===== src/rtl/usc_pkg.sv =====
// package: register map, field positions and timing constants of the serial port
package usc_pkg;
  // register byte addresses
  localparam logic [7:0] REG_RX_CTRL = 8'h18; // receive_status_control
  localparam logic [7:0] REG_TX_CTRL = 8'h98; // transmit_status_control
  localparam logic [7:0] REG_BAUD = 8'h99; // baud_divisor_register
  localparam logic [7:0] REG_TX_DATA = 8'h9C; // transmit data (write)
  localparam logic [7:0] REG_RX_DATA = 8'h1C; // receive_data_register (read)
  localparam logic [7:0] REG_STATUS = 8'hA0; // pin ownership and buffer state
  localparam logic [7:0] REG_DIR = 8'hA4; // port_b_direction bits 2:1
  // transmit_status_control fields
  localparam int TX_CLK_SRC = 7;
  localparam int TX_NINE = 6;
  localparam int TX_EN = 5;
  localparam int TX_SYNC = 4;
  localparam int TX_HIGH = 2;
  localparam int TX_EMPTY = 1;
  localparam int TX_D9 = 0;
  // receive_status_control fields
  localparam int RX_SERIAL_PORT_ENABLE = 7;
  localparam int RX_NINE = 6;
  localparam int RX_SINGLE = 5;
  localparam int RX_CONT = 4;
  localparam int RX_ADDR = 3;
  localparam int RX_FRAMING_ERROR_FLAG = 2;
  localparam int RX_OVERRUN_ERROR_FLAG = 1;
  localparam int RX_D9 = 0;
  // direction register fields
  localparam int DIR_TX = 2;
  localparam int DIR_RX = 1;
  // reset values
  localparam logic [7:0] TX_CTRL_RST = 8'h02;
  localparam logic [7:0] RX_CTRL_RST = 8'h00;
  localparam logic [7:0] DIR_RST = 8'h06;
  localparam logic [7:0] TX_WRITE_MASK = 8'hF5; // empty flag and bit 3 not writable
  localparam logic [7:0] RX_WRITE_MASK = 8'hF8; // error and ninth flags not writable
  // baud prescale per bit period
  localparam int PRE_LOW = 64;
  localparam int PRE_HIGH = 16;
  localparam int PRE_SYNC = 4;
  localparam int SAMPLE_MID_LOW = 32;
  localparam int SAMPLE_MID_HIGH = 8;
  localparam int PRE_W = 7;
  typedef enum logic [2:0] {
    USC_IDLE = 3'b000,
    USC_START = 3'b001,
    USC_DATA = 3'b011,
    USC_NINTH = 3'b010,
    USC_STOP = 3'b110
  } usc_state_t;
  // decoded mode of the port
  typedef struct packed {
    logic on;
    logic sync;
    logic master;
    logic nine_tx;
    logic nine_rx;
  } usc_mode_t;
endpackage


===== src/rtl/usc_top.sv =====
// serial port control/status registers, baud generator, transmitter and receiver
`timescale 1ns/1ps
module usc_top
  import usc_pkg::*;
#(
  parameter int DIV_W = 8
) (
  input wire logic pclk,
  input wire logic presetn,
  input wire logic psel,
  input wire logic penable,
  input wire logic pwrite,
  input wire logic [7:0] paddr,
  input wire logic [31:0] pwdata,
  output logic [31:0] prdata,
  output logic pready,
  output logic pslverr,
  input wire logic transmit_clock_pin_i,
  output logic transmit_clock_pin_o,
  output logic transmit_clock_pin_oe,
  input wire logic receive_data_pin_i,
  output logic receive_data_pin_o,
  output logic receive_data_pin_oe,
  output logic receive_data_valid
);
  // divisor register and timer are one byte wide; other widths are refused
  if (DIV_W != 8) begin : g_bad_width
    $error("baud divisor must be 8 bits");
  end

  // software-visible registers and buffers
  logic [7:0] tx_ctrl_q;
  logic [7:0] rx_ctrl_q;
  logic [7:0] baud_q;
  logic [7:0] dir_q;
  logic [8:0] tx_buf_q;
  logic tx_buf_full_q;
  logic [7:0] rx_buf_q;
  logic rx_buf_full_q;
  logic framing_error_flag_q;
  logic overrun_error_flag_q;
  logic receive_ninth_bit_q;

  // shifters, frame state and bit counters
  logic [8:0] tsh_q;
  logic tsh_busy_q;
  logic [8:0] rsh_q;
  usc_state_t tst_q;
  usc_state_t rst_q;
  logic [3:0] tcnt_q;
  logic [3:0] rcnt_q;
  logic [PRE_W-1:0] tpre_q;
  logic [PRE_W-1:0] rpre_q;

  // baud timer, line drivers and pin synchronisers
  logic [7:0] brg_q;
  logic tx_line_q;
  logic ck_out_q;
  logic [1:0] rxd_sync_q;
  logic [1:0] ck_sync_q;
  logic ck_prev_q;
  logic srx_q;
  logic sync_txing_q;
  usc_mode_t mode;

  // bus decode; the slave answers in the access cycle with no wait
  wire wr_en = psel && penable && pwrite;
  wire rd_en = psel && penable && !pwrite;
  wire hit_tx = (paddr == REG_TX_CTRL);
  wire hit_rx = (paddr == REG_RX_CTRL);
  wire hit_baud = (paddr == REG_BAUD);
  wire hit_txd = (paddr == REG_TX_DATA);
  wire hit_rxd = (paddr == REG_RX_DATA);
  wire hit_st = (paddr == REG_STATUS);
  wire hit_dir = (paddr == REG_DIR);
  wire mapped = hit_tx | hit_rx | hit_baud | hit_txd | hit_rxd | hit_st | hit_dir;
  assign pready = 1'b1;
  assign pslverr = psel && penable && !mapped;

  // pin ownership and mode decode
  wire pins_owned = rx_ctrl_q[RX_SERIAL_PORT_ENABLE] && dir_q[DIR_TX] && dir_q[DIR_RX];
  assign mode.on = pins_owned;
  assign mode.sync = tx_ctrl_q[TX_SYNC];
  assign mode.master = tx_ctrl_q[TX_SYNC] && tx_ctrl_q[TX_CLK_SRC];
  assign mode.nine_tx = tx_ctrl_q[TX_NINE];
  assign mode.nine_rx = rx_ctrl_q[RX_NINE];
  wire continuous_receive_enable = rx_ctrl_q[RX_CONT];
  wire single_receive_enable = rx_ctrl_q[RX_SINGLE] && mode.master;
  wire sync_rx_on = mode.sync && (continuous_receive_enable || single_receive_enable);
  wire tx_allowed = mode.on && tx_ctrl_q[TX_EN] && !(mode.sync && (continuous_receive_enable || single_receive_enable));
  wire async_rx_on = mode.on && !mode.sync && continuous_receive_enable;

  // baud timer: tick each X+1 clocks, bit period is a fixed prescale of ticks
  wire brg_tick = (brg_q == baud_q);
  wire [PRE_W-1:0] pre_bit = mode.sync ? PRE_W'(PRE_SYNC) :
                             (tx_ctrl_q[TX_HIGH] ? PRE_W'(PRE_HIGH) : PRE_W'(PRE_LOW));
  wire [PRE_W-1:0] pre_mid = tx_ctrl_q[TX_HIGH] ? PRE_W'(SAMPLE_MID_HIGH) : PRE_W'(SAMPLE_MID_LOW);
  wire [PRE_W-1:0] pre_last = pre_bit - PRE_W'(1);

  // timer resets on divisor write so a new rate starts at once
  always_ff @(posedge pclk or negedge presetn) begin
    if (!presetn) begin
      brg_q <= 8'h00;
    end else if (wr_en && hit_baud) begin
      brg_q <= 8'h00;
    end else begin
      brg_q <= brg_tick ? 8'h00 : brg_q + 8'h01;
    end
  end

  // link pins are foreign: two flops before anything reads them
  always_ff @(posedge pclk or negedge presetn) begin
    if (!presetn) begin
      rxd_sync_q <= 2'b11;
      ck_sync_q <= 2'b11;
      ck_prev_q <= 1'b1;
    end else begin
      rxd_sync_q <= {rxd_sync_q[0], receive_data_pin_i};
      ck_sync_q <= {ck_sync_q[0], transmit_clock_pin_i};
      ck_prev_q <= ck_sync_q[1];
    end
  end
  // synchronised views of the two pins
  wire rxd = rxd_sync_q[1];
  wire ck_in = ck_sync_q[1];
  // slave clock edges; master uses its own clock line
  wire ck_rise_ext = ck_in && !ck_prev_q;
  wire ck_fall_ext = !ck_in && ck_prev_q;
  wire mst_half = brg_tick && (tpre_q == PRE_W'(1)); // half bit in sync master
  wire mst_full = brg_tick && (tpre_q == PRE_W'(PRE_SYNC - 1));
  wire s_shift = mode.master ? mst_full : ck_fall_ext; // data changes on falling edge in slave; master shifts one tick before its clock falls
  wire s_sample = mode.master ? mst_half : ck_rise_ext; // data sampled on rising edge

  // pin drive; disabled port leaves both pins to general purpose use
  assign transmit_clock_pin_o = mode.sync ? ck_out_q : tx_line_q;
  assign transmit_clock_pin_oe = mode.on && (mode.sync ? (mode.master && (tsh_busy_q || srx_q)) : 1'b1);
  assign receive_data_pin_o = tsh_q[0];
  assign receive_data_pin_oe = mode.on && mode.sync && sync_txing_q;

  // frame lengths; a buffered byte moves on only once the shifter is idle
  wire [3:0] tx_nbits = mode.nine_tx ? 4'h9 : 4'h8;
  wire [3:0] rx_nbits = mode.nine_rx ? 4'h9 : 4'h8;
  wire tx_load = tx_allowed && tx_buf_full_q && !tsh_busy_q;
  wire rxd_read = rd_en && hit_rxd;

  // transmitter: async frames on the baud ticks, sync bits on shift edges
  always_ff @(posedge pclk or negedge presetn) begin
    if (!presetn) begin
      tst_q <= USC_IDLE;
      tsh_q <= 9'h1FF;
      tsh_busy_q <= 1'b0;
      tcnt_q <= 4'h0;
      tpre_q <= '0;
      tx_line_q <= 1'b1;
      ck_out_q <= 1'b1;
      sync_txing_q <= 1'b0;
    end else if (!tx_allowed && !sync_rx_on || !mode.on) begin
      tst_q <= USC_IDLE;
      tsh_busy_q <= 1'b0;
      tx_line_q <= 1'b1;
      ck_out_q <= 1'b1;
      sync_txing_q <= 1'b0;
      tpre_q <= '0;
    end else begin
      if (brg_tick) begin
        tpre_q <= (tpre_q == pre_last) ? '0 : tpre_q + PRE_W'(1);
        if (mode.master && (tsh_busy_q || srx_q)) begin
          if (tpre_q == PRE_W'(0)) ck_out_q <= 1'b0;
          if (mst_half) ck_out_q <= 1'b1;
        end
      end
      case (tst_q)
        USC_IDLE: begin
          if (tx_load) begin
            tsh_q <= {tx_ctrl_q[TX_D9], tx_buf_q[7:0]};
            tsh_busy_q <= 1'b1;
            tcnt_q <= 4'h0;
            tst_q <= mode.sync ? USC_DATA : USC_START;
            sync_txing_q <= mode.sync;
            tpre_q <= '0;
          end
        end
        USC_START: begin
          tx_line_q <= 1'b0;
          if (brg_tick && tpre_q == pre_last) tst_q <= USC_DATA;
        end
        USC_DATA: begin
          if (!mode.sync) begin
            tx_line_q <= tsh_q[0];
            if (brg_tick && tpre_q == pre_last) begin
              tsh_q <= {1'b1, tsh_q[8:1]};
              tcnt_q <= tcnt_q + 4'h1;
              if (tcnt_q == tx_nbits - 4'h1) tst_q <= USC_STOP;
            end
          end else if (s_shift) begin
            tsh_q <= {1'b1, tsh_q[8:1]};
            tcnt_q <= tcnt_q + 4'h1;
            if (tcnt_q == tx_nbits - 4'h1) begin
              tst_q <= USC_IDLE;
              tsh_busy_q <= 1'b0;
              sync_txing_q <= 1'b0;
            end
          end
        end
        USC_STOP: begin
          tx_line_q <= 1'b1;
          if (brg_tick && tpre_q == pre_last) begin
            tst_q <= USC_IDLE;
            tsh_busy_q <= 1'b0;
          end
        end
        default: tst_q <= USC_IDLE;
      endcase
    end
  end

  // receiver: mid-bit sampling in async, clock-edge sampling in sync
  wire rx_active = async_rx_on || (mode.on && sync_rx_on);
  wire rx_mid = brg_tick && (rpre_q == pre_mid);
  wire rx_bit = mode.sync ? s_sample : rx_mid;
  logic frame_done;
  logic stop_bad;
  assign frame_done = (rst_q == USC_STOP) && (mode.sync || rx_mid);
  assign stop_bad = !mode.sync && !rxd;
  // address detect only in async nine-bit mode
  wire addr_skip = !mode.sync && mode.nine_rx && rx_ctrl_q[RX_ADDR] && !rsh_q[8];
  wire rx_deliver = frame_done && !addr_skip;
  wire [8:0] rx_word = mode.nine_rx ? rsh_q : {1'b0, rsh_q[8:1]};

  // receive state; an unread buffer stops new frames only through the overrun flag
  always_ff @(posedge pclk or negedge presetn) begin
    if (!presetn) begin
      rst_q <= USC_IDLE;
      rsh_q <= 9'h000;
      rcnt_q <= 4'h0;
      rpre_q <= '0;
      srx_q <= 1'b0;
    end else if (!rx_active || overrun_error_flag_q) begin
      rst_q <= USC_IDLE;
      rpre_q <= '0;
      srx_q <= 1'b0;
    end else begin
      if (brg_tick) rpre_q <= (rpre_q == pre_last) ? '0 : rpre_q + PRE_W'(1);
      case (rst_q)
        USC_IDLE: begin
          rcnt_q <= 4'h0;
          srx_q <= mode.sync && mode.master;
          if (mode.sync) begin
            rst_q <= USC_DATA;
          end else if (!rxd) begin
            rst_q <= USC_START;
            rpre_q <= '0;
          end
        end
        USC_START: begin
          if (rx_mid) rst_q <= rxd ? USC_IDLE : USC_DATA; // false start dropped
        end
        USC_DATA: begin
          if (rx_bit) begin
            rsh_q <= {rxd, rsh_q[8:1]};
            rcnt_q <= rcnt_q + 4'h1;
            if (rcnt_q == rx_nbits - 4'h1) rst_q <= USC_STOP;
          end
        end
        USC_STOP: begin
          if (frame_done) begin
            rst_q <= USC_IDLE;
            srx_q <= 1'b0;
          end
        end
        default: rst_q <= USC_IDLE;
      endcase
    end
  end
  // valid follows the buffer so a poller need not read the status word
  assign receive_data_valid = rx_buf_full_q;

  // register file with hardware-set flags; set wins over a same-cycle clear except the overrun clear while the port enable is low
  always_ff @(posedge pclk or negedge presetn) begin
    if (!presetn) begin
      tx_ctrl_q <= TX_CTRL_RST;
      rx_ctrl_q <= RX_CTRL_RST;
      baud_q <= 8'h00;
      dir_q <= DIR_RST;
      tx_buf_q <= 9'h000;
      tx_buf_full_q <= 1'b0;
      rx_buf_q <= 8'h00;
      rx_buf_full_q <= 1'b0;
      framing_error_flag_q <= 1'b0;
      overrun_error_flag_q <= 1'b0;
      receive_ninth_bit_q <= 1'b0;
    end else begin
      if (wr_en && hit_tx) begin
        tx_ctrl_q <= (pwdata[7:0] & TX_WRITE_MASK) | (tx_ctrl_q & ~TX_WRITE_MASK);
        tx_ctrl_q[3] <= 1'b0;
      end
      tx_ctrl_q[TX_EMPTY] <= !(tsh_busy_q && mode.on) && !tx_load;
      if (wr_en && hit_rx) begin
        rx_ctrl_q <= (pwdata[7:0] & RX_WRITE_MASK) | (rx_ctrl_q & ~RX_WRITE_MASK);
      end
      if (mode.sync && rst_q == USC_STOP && frame_done && !continuous_receive_enable) begin
        rx_ctrl_q[RX_SINGLE] <= 1'b0;
      end
      if (wr_en && hit_baud) baud_q <= pwdata[7:0];
      if (wr_en && hit_dir) dir_q <= pwdata[7:0] & DIR_RST;
      if (wr_en && hit_txd) begin
        tx_buf_q <= {1'b0, pwdata[7:0]};
        tx_buf_full_q <= 1'b1;
      end else if (tx_load) begin
        tx_buf_full_q <= 1'b0;
      end
      if (rxd_read) rx_buf_full_q <= 1'b0;
      if (rx_deliver) begin
        if (rx_buf_full_q && !rxd_read) begin
          overrun_error_flag_q <= 1'b1;
        end else begin
          rx_buf_q <= rx_word[7:0];
          receive_ninth_bit_q <= rx_word[8];
          framing_error_flag_q <= stop_bad;
          rx_buf_full_q <= 1'b1;
        end
      end else if (wr_en && hit_rx && !pwdata[RX_CONT]) begin
        overrun_error_flag_q <= 1'b0;
      end
      if (!rx_ctrl_q[RX_SERIAL_PORT_ENABLE]) overrun_error_flag_q <= 1'b0;
    end
  end

  // read mux
  wire [7:0] tx_rd = {tx_ctrl_q[7:4], 1'b0, tx_ctrl_q[2:0]};
  wire [7:0] rx_rd = {rx_ctrl_q[7:3], framing_error_flag_q, overrun_error_flag_q, receive_ninth_bit_q};
  wire [7:0] st_rd = {4'h0, mode.on, tx_buf_full_q, rx_buf_full_q, tsh_busy_q};
  always_comb begin
    prdata = 32'h0000_0000;
    if (rd_en) begin
      if (hit_tx) prdata[7:0] = tx_rd;
      if (hit_rx) prdata[7:0] = rx_rd;
      if (hit_baud) prdata[7:0] = baud_q;
      if (hit_rxd) prdata[7:0] = rx_buf_q;
      if (hit_st) prdata[7:0] = st_rd;
      if (hit_dir) prdata[7:0] = dir_q;
    end
  end
  // upper bus lanes and the spare buffer bit carry nothing; folded so none dangles
  wire unused_bits = ^{pwdata[31:8], tx_buf_q[8]};
endmodule // usc_top


===== config.mk =====
export PLATFORM = sky130hd
export DESIGN_NAME = usc_top
export DESIGN_NICKNAME = d
export VERILOG_FILES = /design/src/rtl/usc_pkg.sv /design/src/rtl/usc_top.sv
export SDC_FILE = /design/constraint.sdc
export NUM_CORES = 1
export LEC_CHECK = 0
export CAP_MARGIN = 20
export CORE_UTILIZATION = 30
export CTS_CLUSTER_SIZE = 25
export DETAILED_ROUTE_END_ITERATION = 16
export DONT_BUFFER_PORTS = 1
export HOLD_SLACK_MARGIN = 0.08
export SLEW_MARGIN = 40
export SYNTH_ARGS = -nofsm -noshare
export SYNTH_HDL_FRONTEND = slang
export SYNTH_SLANG_ARGS = --single-unit

===== constraint.sdc =====
create_clock -name pclk -period 5.9 [get_ports pclk]
set_input_delay 0 -clock pclk [delete_from_list [all_inputs] [get_ports pclk]]
set_output_delay 0 -clock pclk [all_outputs]
set_load 0.01 [all_outputs]

# Word-level counts from Yosys, hierarchy flattened

Index checks and enable logic that the tools add are counted.

$add $sub $neg: 8
Equal/unequal tests: 41
Bitwise gates (word level): 11
Reductions and logical operators: 97
Muxes and demuxes: 95

Operators with widths:

| cell                                                                   | number |
|---|---|
| 7-bit two-way mux                                                      | 13 |
| 8-bit two-way mux                                                      | 9 |
| 3-bit two-way mux                                                      | 16 |
| 1-bit logical AND                                                      | 47 |
| 9-bit two-way mux                                                      | 5 |
| 8-bit equality test (second input constant)                            | 5 |
| 3-bit inequality test (second input constant)                          | 12 |
| 1-bit two-way mux                                                      | 34 |
| 3-bit case mux with 4 select lines                                     | 2 |
| 4-bit two-way mux                                                      | 5 |
| 1-bit zero test                                                        | 18 |
| 9-bit case mux with 2 select lines                                     | 1 |
| 8-bit by 5-bit equality test with 1-bit output (second input constant) | 2 |
| 4-bit case mux with 2 select lines                                     | 2 |
| 5-bit AND reduction                                                    | 3 |
| 7-bit by 1-bit adder with 7-bit output (second input constant)         | 2 |
| 7-bit equality test                                                    | 2 |
| 6-bit two-way mux                                                      | 2 |
| 4-bit inequality test (second input constant)                          | 3 |
| 6-bit AND reduction                                                    | 2 |
| 2-bit nonzero test                                                     | 6 |
| 3-bit AND reduction                                                    | 3 |
| 3-bit nonzero test                                                     | 3 |
| 4-bit by 1-bit adder with 4-bit output (second input constant)         | 2 |
| other kinds (26)                                                       | 53 |

Word-level logic and storage cells: 282
Register bits after elaboration: 110

# Logic depth before layout (Yosys ltp)

Depth in word-level cells: 11
Mapped depth: 9
Depth with buffers taken out: 8

# Worst setup path before layout

No wires, ideal clock.

Path kind: flip-flop to flip-flop
Start: reg rpre_q[0]
End: reg rsh_q[5]
Arrival time: 2.223 ns
Period minus slack after synthesis: 2.348 ns
Stages on the path, launching flop included: 9
Path buffers: 1
Path slack: 3.552 ns
Cell sequence: dfrtp_1 > inv_1 > ha_1 > or4b_1 > a21oi_1 > a31oi_1 > a211oi_4 > buf_6 > mux2_2

Word-level cells in the longest chain between the ends: 4

Ends and longest elaborated chain:

| element                                        | RTL line       | text |
|---|---|---|
| start, declared                                | usc_top.sv:53  | `logic [PRE_W-1:0] rpre_q;` |
| start signal, assigned                         | usc_top.sv:243 | `if (brg_tick) rpre_q <= (rpre_q == pre_last) ? '0 : rpre_q + PRE_W'(1);` |
| 7-bit by 6-bit equality test with 1-bit output | usc_top.sv:219 | `wire rx_mid = brg_tick && (rpre_q == pre_mid);` |
| 1-bit logical AND                              | usc_top.sv:219 |  |
| 1-bit two-way mux                              | usc_top.sv:220 | `wire rx_bit = mode.sync ? s_sample : rx_mid;` |
| 3-bit AND reduction (no source line)           | n/a            |  |
| end signal, assigned                           | usc_top.sv:260 | `rsh_q <= {rxd, rsh_q[8:1]};` |
| end, declared                                  | usc_top.sv:47  | `logic [8:0] rsh_q;` |

No other way between the ends.
A chain may end at the register's enable or synchronous reset.

# Worst setup path after layout

Start: reg rpre_q[0]
End: reg rx_buf_q[6]

Word-level cells in the longest chain between the ends: 6

Ends and longest elaborated chain:

| element                                        | RTL line       | text |
|---|---|---|
| 7-bit by 6-bit equality test with 1-bit output | usc_top.sv:219 |  |
| 1-bit logical AND                              | usc_top.sv:219 |  |
| 1-bit logical OR                               | usc_top.sv:223 | `assign frame_done = (rst_q == USC_STOP) && (mode.sync \|\| rx_mid);` |
| 1-bit logical AND                              | usc_top.sv:223 |  |
| 1-bit logical AND                              | usc_top.sv:227 | `wire rx_deliver = frame_done && !addr_skip;` |
| 2-bit AND reduction (no source line)           | n/a            |  |
| end signal, assigned                           | usc_top.sv:317 | `rx_buf_q <= rx_word[7:0];` |
| end, declared                                  | usc_top.sv:38  | `logic [7:0] rx_buf_q;` |

No other way between the ends.

==> results.tsv <==
metric	value	unit
Vias	4294	
RSZ-0062 raised after global routing	false	
Initial Utilization	0.310	
power per cell area	242	nW/um2
CTS Buffer Depth	2	
Worst Setup End Kind	register	
setup TNS	0	ps
fin crit period	2940	ps
Boundary Pins	86	
CTS resizes	0	
Clock Latency Late Sink	360	ps
Fmax	340	MHz
HPWL after DPL	9800	um
fin nets	629	
Critical Path AT	3180	ps
period utilization	0.499	
Clk pin slew, worst setup/hold paths	80	ps
max-slew headroom at the worst pin	0.467	
row count	50	
dpl cells	809	
Avg WL per Cell	16.4	um
Core ar.	18900	um2
starting DRC count in detailed routing	280	
number of global-route vias before repair	4367	
crit path from	rpre_q[0]$_DFF_PN0_	
largest net degree at the start of global routing	108	
GP Congestion	0.904	
antenna violations before repair	1	
commonest register cell after synthesis	dfrtp_1	
Layout Cells excl Fill	839	
clk root buf	clkbuf_16	
R2R cell count	8	
first-pass GRT wire length	22700	um
LEAKAGE	2.78	nW
Avg Cell Area, Syn	10.4	um2
# DRC	0	
Post-synth EDFFs	0	
number of diodes	0	
die area	20100	um2
worst hold path class	in -> reg	
Max VDD drop	0.141	mV
Ys Warns	0	
R2R Path Start	rpre_q[0]$_DFF_PN0_	
IO buf count	0	
Pre-antenna DRT Iters	5	
final hold viol count	0	
top cells by area, synth	dfrtp_1 (38%), mux2_2 (10%), dfstp_2 (8.5%)	
Synth area leader	dfrtp_1	
top cell type's share of synthesized area	0.376	
flop2flop setup slack	2960	ps
Slew Viols, Final	0	
Clock Skew	10.1	ps
Seq/Total Area, Yosys	0.461	
Finish-stage setup viols	0	
final WL	13800	um
vias per cell	5.12	
share of cells above drive strength 1	0.185	
post-route ant nets	0	
worst setup path endpoint	rx_buf_q[6]$_DFFE_PN0P_	
Synth cell types	69	
# H-tree levels	3	
Synth Cell Area	5860	um2
CP Data Required Time	6140	ps
Reg-to-Reg End	rx_buf_q[6]$_DFFE_PN0P_	
clock sinks	107	
max-cap violations	0	
worst-margin pin slew	794	ps
Crit Path Max Fanout	10	
GRT Util Overall	0.145	
status	finished clean	
CTS tree	yes	
Yosys reg bits	107	
Layout area overhead	10.4	%
Synth async-reset ratio	1.00	
Die Y	142	um
GR Overflow Total	0	
crit start category	register	
CP Class	reg -> reg	
CTS buffer count	9	
Cells after Synth	566	
die width	142	um
registers in the layout, indices dropped and copies added (netlist names), 4 cells and up:
name and count:
tpre_q 7, brg_q 8, rpre_q 7, tcnt_q 4
rx_ctrl_q 5, tx_ctrl_q 7, rsh_q 9, baud_q 8
rx_buf_q 8, tsh_q 9, rcnt_q 4, tx_buf_q 8
cells in the final DEF (no fill, tap or decap), types with 9 or more instances in the layout:
master,instances
dfstp_2,19
mux2_2,53
nor3_1,9
nor2_1,45
nand3_1,13
o21ai_0,22
mux2i_1,13
clkbuf_16,9
dfrtp_1,88
and3_1,9
inv_1,14
dlygate4sd3_1,12
a22oi_1,11
a21oi_1,25
nand4_1,10
nand3b_1,10
xor2_1,23
nand2_1,52
conb_1,25
per-layer routing:
metal / vias up / part of all wire / GRT usage
met4: 0 / 0.016 / 0.0538
met3: 15 / 0.052 / 0.0297
met5: - / 0 / 0
li1: 2015 / - / -
met2: 110 / 0.47 / 0.240
met1: 2154 / 0.46 / 0.187
report_power, final:
part | internal (mW) | leakage [nW] | total, mW | switching [mW]
sequential | 0.752 | 1.41 | 0.776 | 0.0246
combinational | 0.0539 | 1.22 | 0.187 | 0.133
clock | 0.300 | 0.147 | 0.603 | 0.303
total | 1.11 | 2.78 | 1.57 | 0.461
worst min-delay path by stage:
stage	end	slack (ps)	from	cells past startpoint
2_1_floorplan	baud_q[0]$_DFFE_PN0P_	-300	presetn	0
4_1_cts	dir_q[1]$_DFFE_PN1P_	90	pwrite	3
3_5_place_dp	rpre_q[0]$_DFF_PN0_	-290	presetn	0
6_report	dir_q[2]$_DFFE_PN1P_	90	pwrite	3
3_3_place_gp	rpre_q[3]$_DFF_PN0_	-290	presetn	0
5_1_grt	dir_q[2]$_DFFE_PN1P_	120	pwrite	3
Yosys cell counts (all sizes together) (8+ instances only):
cell and instances:
o21ai 23, nand3b 10, xor2 23, ha 8
buf 28, nand3 13, inv 14, mux2 53
mux2i 13, nand2 52, a31oi 8, dfstp 19
clkbuf 13, dfrtp 88, nor3 11, nor2 46
and3 9, nand4 11, a22oi 11, a21oi 25
cell type report:
cell class / instances / area [um2]
multi-input cells: 427 / 2940
fillers: 1940 / 12400
repair buffers: 15 / 163
inverters: 14 / 52.6
flip-flops and latches: 107 / 2700
well taps: 260 / 325
clock buffers: 9 / 225
clock inverters: 7 / 65.1
kinds of logic after synthesis:
group,after synthesis,synth area share
other,2,0.00128
and+or+nand+nor,194,0.180
buffers and inverters,55,0.0530
xor gates and xnor gates,26,0.0389
adders and majority gates,8,0.0171
muxes,66,0.124
DFF,107,0.461
AOI/OAI and AO/OA,108,0.124
critical path, stage by stage (launching register included):
cell	delay [ps]
dfrtp_1	440
inv_1	80
ha_1	150
or4b_1	440
a21oi_1	300
a41o_1	220
nand2_1	110
nor2b_1	660
mux2_2	410
stage by stage:
| stage | hold WS (ps) | area (um2) | power, mW | setup slack, ps | utilization |
|---|---|---|---|---|---|
| 5_1_grt | 118 | 6470 | 1.63 | 2730 | 0.342 |
| 4_1_cts | 90.6 | 6460 | 1.58 | 2950 | 0.342 |
| 3_3_place_gp | -286 | 6020 | 0.944 | 3010 | 0.319 |
| 2_1_floorplan | -296 | 5940 | 0.915 | 3550 | - |
| 3_5_place_dp | -286 | 6020 | 0.949 | 3000 | 0.319 |
| 6_report | 92.8 | 6470 | 1.57 | 2960 | 0.342 |
repair_timing:
item | CTS | global route
hold buffers | 13 | 0
hold endpoints to repair | 140 | 0
setup buffers | 0 | 0
No activity file was read; power rests on OpenSTA's default activity.
